### src/eirq_pkg.sv
// Behaviour
// Bits 10..19 enable the ten extended interrupts
// Bits 11..19 enable irq 7-13, 17, 18
// Bits 20..29 show nested-context mask state
// Bits 21..29 follow bit 20 in order
// Register is 32-bit RW, top two reserved
// Status push clears mode bits set in mask
// Clearing on interrupt entry and push instruction
// Second element enable mask bit resets to one
// Latch bits set by routed interrupt sources
// Software leaves nest pointer bits alone
// Interrupt requested only when latched and enabled
package eirq_pkg;
  localparam int unsigned NUM_IRQ        = 10;           // Extended interrupt count
  localparam int unsigned LATCH_LSB      = 0;            // Latch field base
  localparam int unsigned ENABLE_LSB     = 10;           // Enable field base
  localparam int unsigned POINTER_LSB    = 20;           // Nest pointer field base
  localparam int unsigned MODE_WIDTH     = 32;           // Mode-control register width
  localparam int unsigned SEC_ELEM_BIT   = 21;           // Second element enable position
  localparam logic [31:0] FIELD_MASK     = 32'h3FFFFFFF; // Implemented bits
  localparam logic [31:0] LATCH_RESET    = 32'h00000000; // Extended register reset
  localparam logic [31:0] MODE_CLEAR_ON_PUSH_MASK_RESET    = 32'h00200000; // Mode mask reset, second element set
  localparam logic [3:0]  ADDR_LATCH     = 4'h0;         // Extended register offset
  localparam logic [3:0]  ADDR_MODE_CLEAR_ON_PUSH_MASK     = 4'h4;         // Mode mask offset
  localparam logic [3:0]  ADDR_MODE      = 4'h8;         // Mode-control offset
  localparam logic [3:0]  ADDR_REQ       = 4'hC;         // Pending request view offset
  localparam logic [1:0]  RESP_OKAY      = 2'h0;         // AXI OKAY
  localparam logic [1:0]  RESP_SLVERR    = 2'h2;         // AXI SLVERR
  typedef struct packed {
    logic        entry_push;  // Push on interrupt entry
    logic        instr_push;  // Explicit status push instruction
    logic        nest_valid;  // Nesting logic writes pointer bits
    logic [9:0]  nest_value;  // New pointer bits
  } eirq_core_type;
endpackage

### src/eirq_reg_word.sv
`timescale 1ns/1ps
// One register word with per-bit write enable and reset value
module eirq_reg_word #(
  parameter int unsigned W     = 32,       // Word width
  parameter logic [31:0] RESET = 32'h0     // Reset value
) (
  input  wire logic         sys_clk,       // Core clock
  input  wire logic         rst_b,         // Async reset, low
  input  wire logic         clk_en,        // Freeze when low
  input  wire logic [W-1:0] wr_bits,       // Bits to load
  input  wire logic [W-1:0] wr_data,       // Load data
  output logic      [W-1:0] rd_q           // Stored value
);
  initial
  begin
    if (W < 1 || W > 32) $error("eirq_reg_word: bad width");
  end
  // Bitwise load keeps each bit's own enable
  always_ff @(posedge sys_clk or negedge rst_b)
  begin
    if (!rst_b)
      rd_q <= RESET[W-1:0];
    else if (clk_en)
      rd_q <= (rd_q & ~wr_bits) | (wr_data & wr_bits);
  end
endmodule // eirq_reg_word

### src/eirq_latch_mask.sv
`timescale 1ns/1ps
module eirq_latch_mask (
  input  wire logic                 sys_clk,     // Core clock, 200 MHz
  input  wire logic                 rst_b,       // Async reset, low
  input  wire logic                 clk_en,      // Freeze all state when low
  input  wire logic [9:0]           irq_src,     // Routed source pulses
  input  wire eirq_pkg::eirq_core_type core_evt, // Sequencer events
  output logic      [9:0]           irq_req_q,   // Latched and enabled
  output logic      [31:0]          mode_q,      // Primary mode control
  input  wire logic [3:0]           s_axi_awaddr,  // Write address
  input  wire logic                 s_axi_awvalid, // Write address valid
  output logic                      s_axi_awready, // Write address ready
  input  wire logic [31:0]          s_axi_wdata,   // Write data
  input  wire logic [3:0]           s_axi_wstrb,   // Byte enables
  input  wire logic                 s_axi_wvalid,  // Write data valid
  output logic                      s_axi_wready,  // Write data ready
  output logic [1:0]                s_axi_bresp,   // Write response
  output logic                      s_axi_bvalid,  // Write response valid
  input  wire logic                 s_axi_bready,  // Write response ready
  input  wire logic [3:0]           s_axi_araddr,  // Read address
  input  wire logic                 s_axi_arvalid, // Read address valid
  output logic                      s_axi_arready, // Read address ready
  output logic [31:0]               s_axi_rdata,   // Read data
  output logic [1:0]                s_axi_rresp,   // Read response
  output logic                      s_axi_rvalid,  // Read valid
  input  wire logic                 s_axi_rready   // Read ready
);
  localparam int unsigned N = eirq_pkg::NUM_IRQ;
  localparam int unsigned LL = eirq_pkg::LATCH_LSB;
  localparam int unsigned EL = eirq_pkg::ENABLE_LSB;
  localparam int unsigned PL = eirq_pkg::POINTER_LSB;
  initial
  begin
    if (eirq_pkg::SEC_ELEM_BIT >= eirq_pkg::MODE_WIDTH) $error("eirq_latch_mask: bad mode bit");
  end

  // Strobe mask from byte enables
  function automatic logic [31:0] strb_mask(input logic [3:0] s);
    strb_mask = {{8{s[3]}}, {8{s[2]}}, {8{s[1]}}, {8{s[0]}}};
  endfunction

  logic [31:0] latch_q;          // Extended latch/enable/pointer
  logic [31:0] mode_clear_on_push_mask_q;          // Mode clear mask
  logic        aw_held_q;        // Address taken
  logic        w_held_q;         // Data taken
  logic [3:0]  awaddr_q;         // Held write address
  logic [31:0] wdata_q;          // Held write data
  logic [3:0]  wstrb_q;          // Held strobes

  // Write channel acceptance, either order
  wire aw_fire = s_axi_awvalid && s_axi_awready;
  wire w_fire  = s_axi_wvalid && s_axi_wready;
  wire wr_go   = aw_held_q && w_held_q && !s_axi_bvalid;
  wire [31:0] wr_mask  = strb_mask(wstrb_q) & eirq_pkg::FIELD_MASK;
  wire sel_latch = wr_go && (awaddr_q == eirq_pkg::ADDR_LATCH);
  wire sel_mode_clear_on_push_mask = wr_go && (awaddr_q == eirq_pkg::ADDR_MODE_CLEAR_ON_PUSH_MASK);
  wire sel_mode  = wr_go && (awaddr_q == eirq_pkg::ADDR_MODE);
  wire wr_known  = sel_latch || sel_mode_clear_on_push_mask || sel_mode || (awaddr_q == eirq_pkg::ADDR_REQ);

  // Status push from either cause clears masked mode bits
  wire push_any = core_evt.entry_push || core_evt.instr_push;

  // Latch field: hardware set beats software clear
  wire [9:0] lat_cur  = latch_q[LL +: N];
  wire [9:0] lat_sw   = sel_latch ? ((lat_cur & ~wr_mask[LL +: N]) | (wdata_q[LL +: N] & wr_mask[LL +: N]))
                                  : lat_cur;
  wire [9:0] lat_next = lat_sw | irq_src;
  // Enable field software owned
  wire [9:0] en_next  = sel_latch ? ((latch_q[EL +: N] & ~wr_mask[EL +: N]) | (wdata_q[EL +: N] & wr_mask[EL +: N]))
                                  : latch_q[EL +: N];
  // Pointer field: nesting logic owns it; software writes still land, at its own risk
  wire [9:0] ptr_sw   = sel_latch ? ((latch_q[PL +: N] & ~wr_mask[PL +: N]) | (wdata_q[PL +: N] & wr_mask[PL +: N]))
                                  : latch_q[PL +: N];
  wire [9:0] ptr_next = core_evt.nest_valid ? core_evt.nest_value : ptr_sw;
  wire [31:0] latch_d = {2'b00, ptr_next, en_next, lat_next};

  // Mode register: push clear wins over software write
  wire [31:0] mode_sw = sel_mode ? ((mode_q & ~strb_mask(wstrb_q)) | (wdata_q & strb_mask(wstrb_q))) : mode_q;
  wire [31:0] mode_d  = push_any ? (mode_sw & ~mode_clear_on_push_mask_q) : mode_sw;
  wire [31:0] mm_bits = sel_mode_clear_on_push_mask ? strb_mask(wstrb_q) : 32'h00000000;

  eirq_reg_word #(
    .W     (32),
    .RESET (eirq_pkg::MODE_CLEAR_ON_PUSH_MASK_RESET)
  ) u_mode_clear_on_push_mask (
    .sys_clk (sys_clk),
    .rst_b   (rst_b),
    .clk_en  (clk_en),
    .wr_bits (mm_bits),
    .wr_data (wdata_q),
    .rd_q    (mode_clear_on_push_mask_q)
  );

  // Register state
  always_ff @(posedge sys_clk or negedge rst_b)
  begin
    if (!rst_b)
    begin
      latch_q   <= eirq_pkg::LATCH_RESET;
      mode_q    <= 32'h00000000;
      irq_req_q <= 10'h000;
    end
    else if (clk_en)
    begin
      latch_q   <= latch_d;
      mode_q    <= mode_d;
      irq_req_q <= lat_next & en_next;
    end
  end

  // Write handshake state
  always_ff @(posedge sys_clk or negedge rst_b)
  begin
    if (!rst_b)
    begin
      aw_held_q <= 1'b0;
      w_held_q  <= 1'b0;
      awaddr_q  <= 4'h0;
      wdata_q   <= 32'h00000000;
      wstrb_q   <= 4'h0;
      s_axi_bvalid <= 1'b0;
      s_axi_bresp  <= eirq_pkg::RESP_OKAY;
    end
    else if (clk_en)
    begin
      if (aw_fire)
      begin
        aw_held_q <= 1'b1;
        awaddr_q  <= s_axi_awaddr;
      end
      if (w_fire)
      begin
        w_held_q <= 1'b1;
        wdata_q  <= s_axi_wdata;
        wstrb_q  <= s_axi_wstrb;
      end
      if (wr_go)
      begin
        aw_held_q    <= 1'b0;
        w_held_q     <= 1'b0;
        s_axi_bvalid <= 1'b1;
        s_axi_bresp  <= wr_known ? eirq_pkg::RESP_OKAY : eirq_pkg::RESP_SLVERR;
      end
      else if (s_axi_bvalid && s_axi_bready)
        s_axi_bvalid <= 1'b0;
    end
  end

  // Ready is registered; low while a word is held
  always_ff @(posedge sys_clk or negedge rst_b)
  begin
    if (!rst_b)
    begin
      s_axi_awready <= 1'b0;
      s_axi_wready  <= 1'b0;
    end
    else if (clk_en)
    begin
      s_axi_awready <= !aw_held_q && !aw_fire && !wr_go;
      s_axi_wready  <= !w_held_q && !w_fire && !wr_go;
    end
  end

  // Read path, one outstanding
  wire [31:0] rd_word = (s_axi_araddr == eirq_pkg::ADDR_LATCH) ? latch_q :
                        (s_axi_araddr == eirq_pkg::ADDR_MODE_CLEAR_ON_PUSH_MASK) ? mode_clear_on_push_mask_q :
                        (s_axi_araddr == eirq_pkg::ADDR_MODE)  ? mode_q  :
                        (s_axi_araddr == eirq_pkg::ADDR_REQ)   ? {22'h000000, irq_req_q} : 32'h00000000;
  wire rd_known = (s_axi_araddr == eirq_pkg::ADDR_LATCH) || (s_axi_araddr == eirq_pkg::ADDR_MODE_CLEAR_ON_PUSH_MASK) ||
                  (s_axi_araddr == eirq_pkg::ADDR_MODE)  || (s_axi_araddr == eirq_pkg::ADDR_REQ);
  wire ar_fire = s_axi_arvalid && s_axi_arready;

  always_ff @(posedge sys_clk or negedge rst_b)
  begin
    if (!rst_b)
    begin
      s_axi_arready <= 1'b0;
      s_axi_rvalid  <= 1'b0;
      s_axi_rdata   <= 32'h00000000;
      s_axi_rresp   <= eirq_pkg::RESP_OKAY;
    end
    else if (clk_en)
    begin
      s_axi_arready <= !s_axi_rvalid && !ar_fire && !s_axi_arready;
      if (ar_fire)
      begin
        s_axi_rvalid <= 1'b1;
        s_axi_rdata  <= rd_word;
        s_axi_rresp  <= rd_known ? eirq_pkg::RESP_OKAY : eirq_pkg::RESP_SLVERR;
      end
      else if (s_axi_rvalid && s_axi_rready)
        s_axi_rvalid <= 1'b0;
    end
  end

  // Per-line gating, one checker set for each extended interrupt
  genvar gi;
  generate
    for (gi = 0; gi < N; gi = gi + 1)
    begin : g_req_chk

    end
  endgenerate
endmodule // eirq_latch_mask

### config.mk
export PLATFORM = sky130hd
export DESIGN_NAME = eirq_latch_mask
export DESIGN_NICKNAME = d
export VERILOG_FILES = /design/src/eirq_pkg.sv /design/src/eirq_reg_word.sv /design/src/eirq_latch_mask.sv
export SDC_FILE = /design/constraint.sdc
export NUM_CORES = 1
export LEC_CHECK = 0
export ABC_CLOCK_PERIOD_IN_PS = 4100
export BUFFER_PORTS_ARGS = -buffer_cell sky130_fd_sc_hd__buf_4
export CAP_MARGIN = 20
export CORE_UTILIZATION = 50
export CTS_CLUSTER_SIZE = 25
export DETAILED_ROUTE_END_ITERATION = 8
export PLACE_DENSITY_LB_ADDON = 0.05
export REMOVE_ABC_BUFFERS = 1
export SLEW_MARGIN = 20
export SYNTH_ARGS = -nofsm -noshare
export SYNTH_HDL_FRONTEND = slang
export SYNTH_HIERARCHICAL = 1
export SYNTH_SLANG_ARGS = --single-unit
### constraint.sdc
create_clock -name sys_clk -period 4.1 [get_ports sys_clk]
set_clock_uncertainty 0.05 [all_clocks]
set_input_delay 0.82 -clock sys_clk [delete_from_list [all_inputs] [get_ports sys_clk]]
set_output_delay 0.82 -clock sys_clk [all_outputs]
set_load 0.02 [all_outputs]
---- Yosys cells after proc, flatten, opt, wreduce, memory -nomap -nowiden ----
Index checks and enable logic that the tools add are counted.
W data, S select, Z words.
cells by class
  reductions and logical operators ........ 48
  equal/unequal tests ..................... 6
  bitwise operators ....................... 24
  multiplexer cells ....................... 21
operator list
  cell                  count
  $mux W32              6
  $and A32 B32 Y32      5
  $not A32 Y32          3
  $and A10 B10 Y10      7
  $or A32 B32 Y32       2
  $mux W10              5
  $or A10 B10 Y10       4
  $not A10 Y10          3
  $reduce_and A2 Y1     9
  $eq A4 B4 Y1 const B  4
  $logic_and A1 B1 Y1   16
  $reduce_bool A2 Y1    5
  $logic_not A1 Y1      9
  $eq A4 B3 Y1 const B  2
  $logic_not A4 Y1      2
  $mux W1               8
  $logic_or A1 B1 Y1    7
  $mux W2               2
word-level totals
  register bits ........................... 187
  output and inout bits ................... 83

---- Depth between registers and ports, before layout ----
  depth after elaboration ................. 7
  depth in mapped cells ................... 7
  depth with buffers taken out ............ 5

---- Cells and area by module ----
Netlist, hierarchy kept.
by module, submodules not included
  module           cells an instance  times used  area an instance (um^2)
  eirq_latch_mask  680                1           7,547.2
  eirq_reg_word    99                 1           1,428.9

---- Least setup slack after synthesis ----
No wires, ideal clock.
  path type ............................... input to register
  start point ............................. input port core_evt[11] (netlist bit)
  end point ............................... register mode_q[10]
  cell stages on the path ................. 6
  arrival ................................. 1,865 ps
  setup slack ............................. 2,059 ps
  cells stage by stage .................... or2_2 > buf_2 > clkbuf_1 > nand2_1 > and3_1 > a311o_1
between the ends
  cells in the longest elaborated chain, start to end .. 2
RTL lines
  item                  RTL line                RTL
  start, declared       eirq_latch_mask.sv:7    input wire eirq_pkg::eirq_core_type core_evt,
  $logic_or A1 B1 Y1    eirq_latch_mask.sv:61   wire push_any = core_evt.entry_push || core_evt.instr_push;
  $mux W32              eirq_latch_mask.sv:79   wire [31:0] mode_d = push_any ? (mode_sw & ~mode_clear_on_push_mask_q) : mode_sw;
  end signal, assigned  eirq_latch_mask.sv:106  mode_q <= mode_d;
  end, declared         eirq_latch_mask.sv:9    output logic [31:0] mode_q,
Every way passes these cells.
A chain may end at the register's enable or synchronous reset.

==> flow_summary_export.csv <==
group,metric,value,unit
global_route,grt_max_degree,107,
placement,place_congestion,0.786,
timing,min_period,2.41,ns
finish,antenna_cells,0,
setup_path,crit_family,"buffers and inverters",
die,die_w,136,um
timing,finalMaxSlewViolations,0,
route,routed_wl,23100,um
logic_synthesis,async_flop_share,100,%
route,antenna_left,0,
logic_synthesis,yosysUniqueCellTypes,47,
die,fp.dieArea,18500,um^2
clocking,cts_resized,0,
finish,multiInputGateArea,4090,um^2
route,drtPass1Iterations,4,
placement,dpl.hpwl,15300,um
timing,setup_viol,0,
timing,finalCritPeriodShare,58.7,%
setup_path,crit_buf_inv,2,
placement,place_area,10300,um^2
setup_path,slowest_delay,0.63,ns
die,start_util,51.5,%
power_and_ir_drop,swShare,35.2,%
setup_path,arrival,2.72,ns
clocking,holdBufCountCts,0,
placement,dp_cells,1122,
placement,port_buffers,155,
global_route,grt_overflow,0,
logic_synthesis,ys_warn_count,6,
power_and_ir_drop,p_seq_share,44.6,%
finish,drive_above_1_share,33.0,%
timing,max_slew_margin,38.2,%
die,num_rows,48,
finish,finalNonFillerCells,1154,
power_and_ir_drop,p_total,7.16,mW
clocking,ctsHtreeMaxLevel,4,
logic_synthesis,avgSynthCellArea,11.5,um^2
finish,final_nets,991,
clocking,cts_tree,"yes",
logic_synthesis,synthFlopType,"dfrtp_1",
power_and_ir_drop,p_comb_share,32.5,%
power_and_ir_drop,clkPwrFrac,22.9,%
finish,final_area,10800,um^2
finish,seqCellArea,4630,um^2
power_and_ir_drop,power_switching,2.52,mW
power_and_ir_drop,p_leak,4.91,nW
logic_synthesis,synth_seq_area_share,51.6,%
global_route,grt_pass1_vias,6831,
timing,fmax,0.415,GHz
finish,fillers,1450,
route,drc_errors,0,
setup_path,slowest_stage,"nor2_1",
global_route,gr-usage-all-layers,26.4,%
timing,finalHoldViolCount,0,
route,drtIter0Drc,356,
logic_synthesis,syn_area,8980,um^2
clocking,clk_pin_slew,0.07,ns
status,status,"finished clean",
power_and_ir_drop,power_density,660,nW/um^2
die,die_h,136,um
power_and_ir_drop,p_int,4.64,mW
clocking,insertion_delay,0.43,ns
clocking,clockRootBuffer,"clkbuf_16",
timing,tns,0,ns
clocking,cts_sinks,185,
setup_path,cp.required,4.41,ns
timing,rsz0062_at_grt,"no",
setup_path,path_class,"input port to register",
setup_path,endpoint_kind,"register",
logic_synthesis,synth_edf_count,0,
worst_hold_path,worstHoldPathType,"input port to async pin",
global_route,grt_first_pass_wirelength,36900,um
setup_path,cp_max_fo,58,
route,num_vias,6668,
die,core,17400,um^2
timing,worst_slew_pin_slew,0.926,ns
route,routedWlPerCell,20.0,um
clocking,cts_setup_buffers,0,
logic_synthesis,ys_ff_latch,185,
logic_synthesis,synthCells,779,
clocking,numCtsBuffers,17,
global_route,antenna_found_initial,0,
setup_path,cp_cell_sequence,"buf_4 > inv_1 > nor2_1 > a311o_1",
setup_path,crit_path_start_kind,"input port",
die,io_pins,158,
route,vias_per_cell,5.78,
clocking,clk_path_buf_depth,2,
power_and_ir_drop,irDropWorstVdd,0.311,mV
finish,area_delta_synth_final,20.9,%
flow_run,max_cap_violations,0,
[per-layer routing]
metal	global-route usage, %	part of all wire, %	up-vias
met5	0	0	-
met3	5.97	6.0	24
met4	8.02	1.2	0
met1	34.8	43	3392
li1	-	-	3044
met2	43.2	50	208
[power groups by stage]
stage | registers (mW) | logic, mW | clock network (mW)
final | 3.19 | 2.33 | 1.64
after global routing | 3.28 | 2.53 | 1.75
after CTS | 3.18 | 2.35 | 1.67
after detailed placement | 3.20 | 2.34 | 0
after global placement | 3.17 | 2.26 | 0
after floorplan | 3.31 | 1.24 | 0
[cells in the mapped netlist (2+ instances only)]
master	n	area share, %
and4_2	2	0.22
clkbuf_1	17	0.71
buf_2	16	0.89
o22a_1	10	0.98
a221oi_1	8	0.78
nand2_1	99	4.1
and2_1	13	0.91
a311o_1	24	2.7
buf_6	5	0.63
dfrtp_1	184	51
buf_1	5	0.21
nand4_4	3	0.71
nand3_1	3	0.17
and4_4	2	0.25
mux2_2	49	6.1
mux2_4	42	7.0
a21oi_1	43	2.4
nor2b_1	25	1.7
mux2i_1	72	8.0
a22o_1	5	0.49
inv_1	2	0.084
a31oi_1	2	0.14
buf_4	3	0.25
and3_1	24	1.7
nor2_1	56	2.3
o21ai_0	39	2.2
a22oi_1	6	0.50
[cells by family after synthesis]
kind of cell / Yosys count / share of synthesized area [%]
AND/OR/NAND/NOR: 239 / 13.5
buffers and inverters: 49 / 3.00
AO/OA/AOI/OAI: 142 / 10.6
flip-flops: 185 / 51.6
multiplexers: 163 / 21.2
other: 1 / 0.0418
[through the flow]
stage	utilization, %	hold WS [ns]	setup slack (ns)
6_report	62.3	0.420	1.69
5_1_grt	62.3	0.451	1.57
4_1_cts	62.3	0.425	1.76
3_5_place_dp	58.9	0.416	1.30
3_3_place_gp	58.9	0.395	1.37
2_1_floorplan	-	0.386	1.46
[area by class of cell]
class | instances | share of cell area, %
clock buffers | 18 | 4.05
clock inverters | 14 | 1.36
inverters | 2 | 0.0692
multi-input cells | 546 | 37.7
flip-flops and latches | 185 | 42.7
well taps | 225 | 2.59
repair buffers | 164 | 11.5
[path summary, 6_finish.rpt]
kind / slack (ns) / from / depth (start not counted) / to
max: 1.69 / clk_en / 4 / mode_q[20]
min: 0.42 / rst_b / 1 / wdata_q[5]
max reg2reg: 1.84 / s_axi_bvalid / 5 / register
min reg2reg: 0.42 / register / 1 / mode_q[27]
max in group asynchronous: 2.58 / rst_b / 2 / mode_q[11]
min in group sys_clk: 0.42 / register / 1 / mode_q[27]
[cells in the final DEF, fill, tap and decap left out, drive strengths merged, types with 2 or more instances in the layout]
cell type and count:
nor2 57, nand4 4, o22a 10, a22o 5
mux2 91, a21oi 43, clkinv 5, nand3 3
and2 13, conb 2, o31ai 2, a311o 24
clkinvlp 5, a31oi 2, nor2b 25, nand2 101
clkbuf 19, bufinv 2, o21ai 41, and3 24
mux2i 72, a221oi 8, buf 163, a22oi 6
inv 4, dfrtp 184, and4 4
No activity file was read; power rests on OpenSTA's default activity.
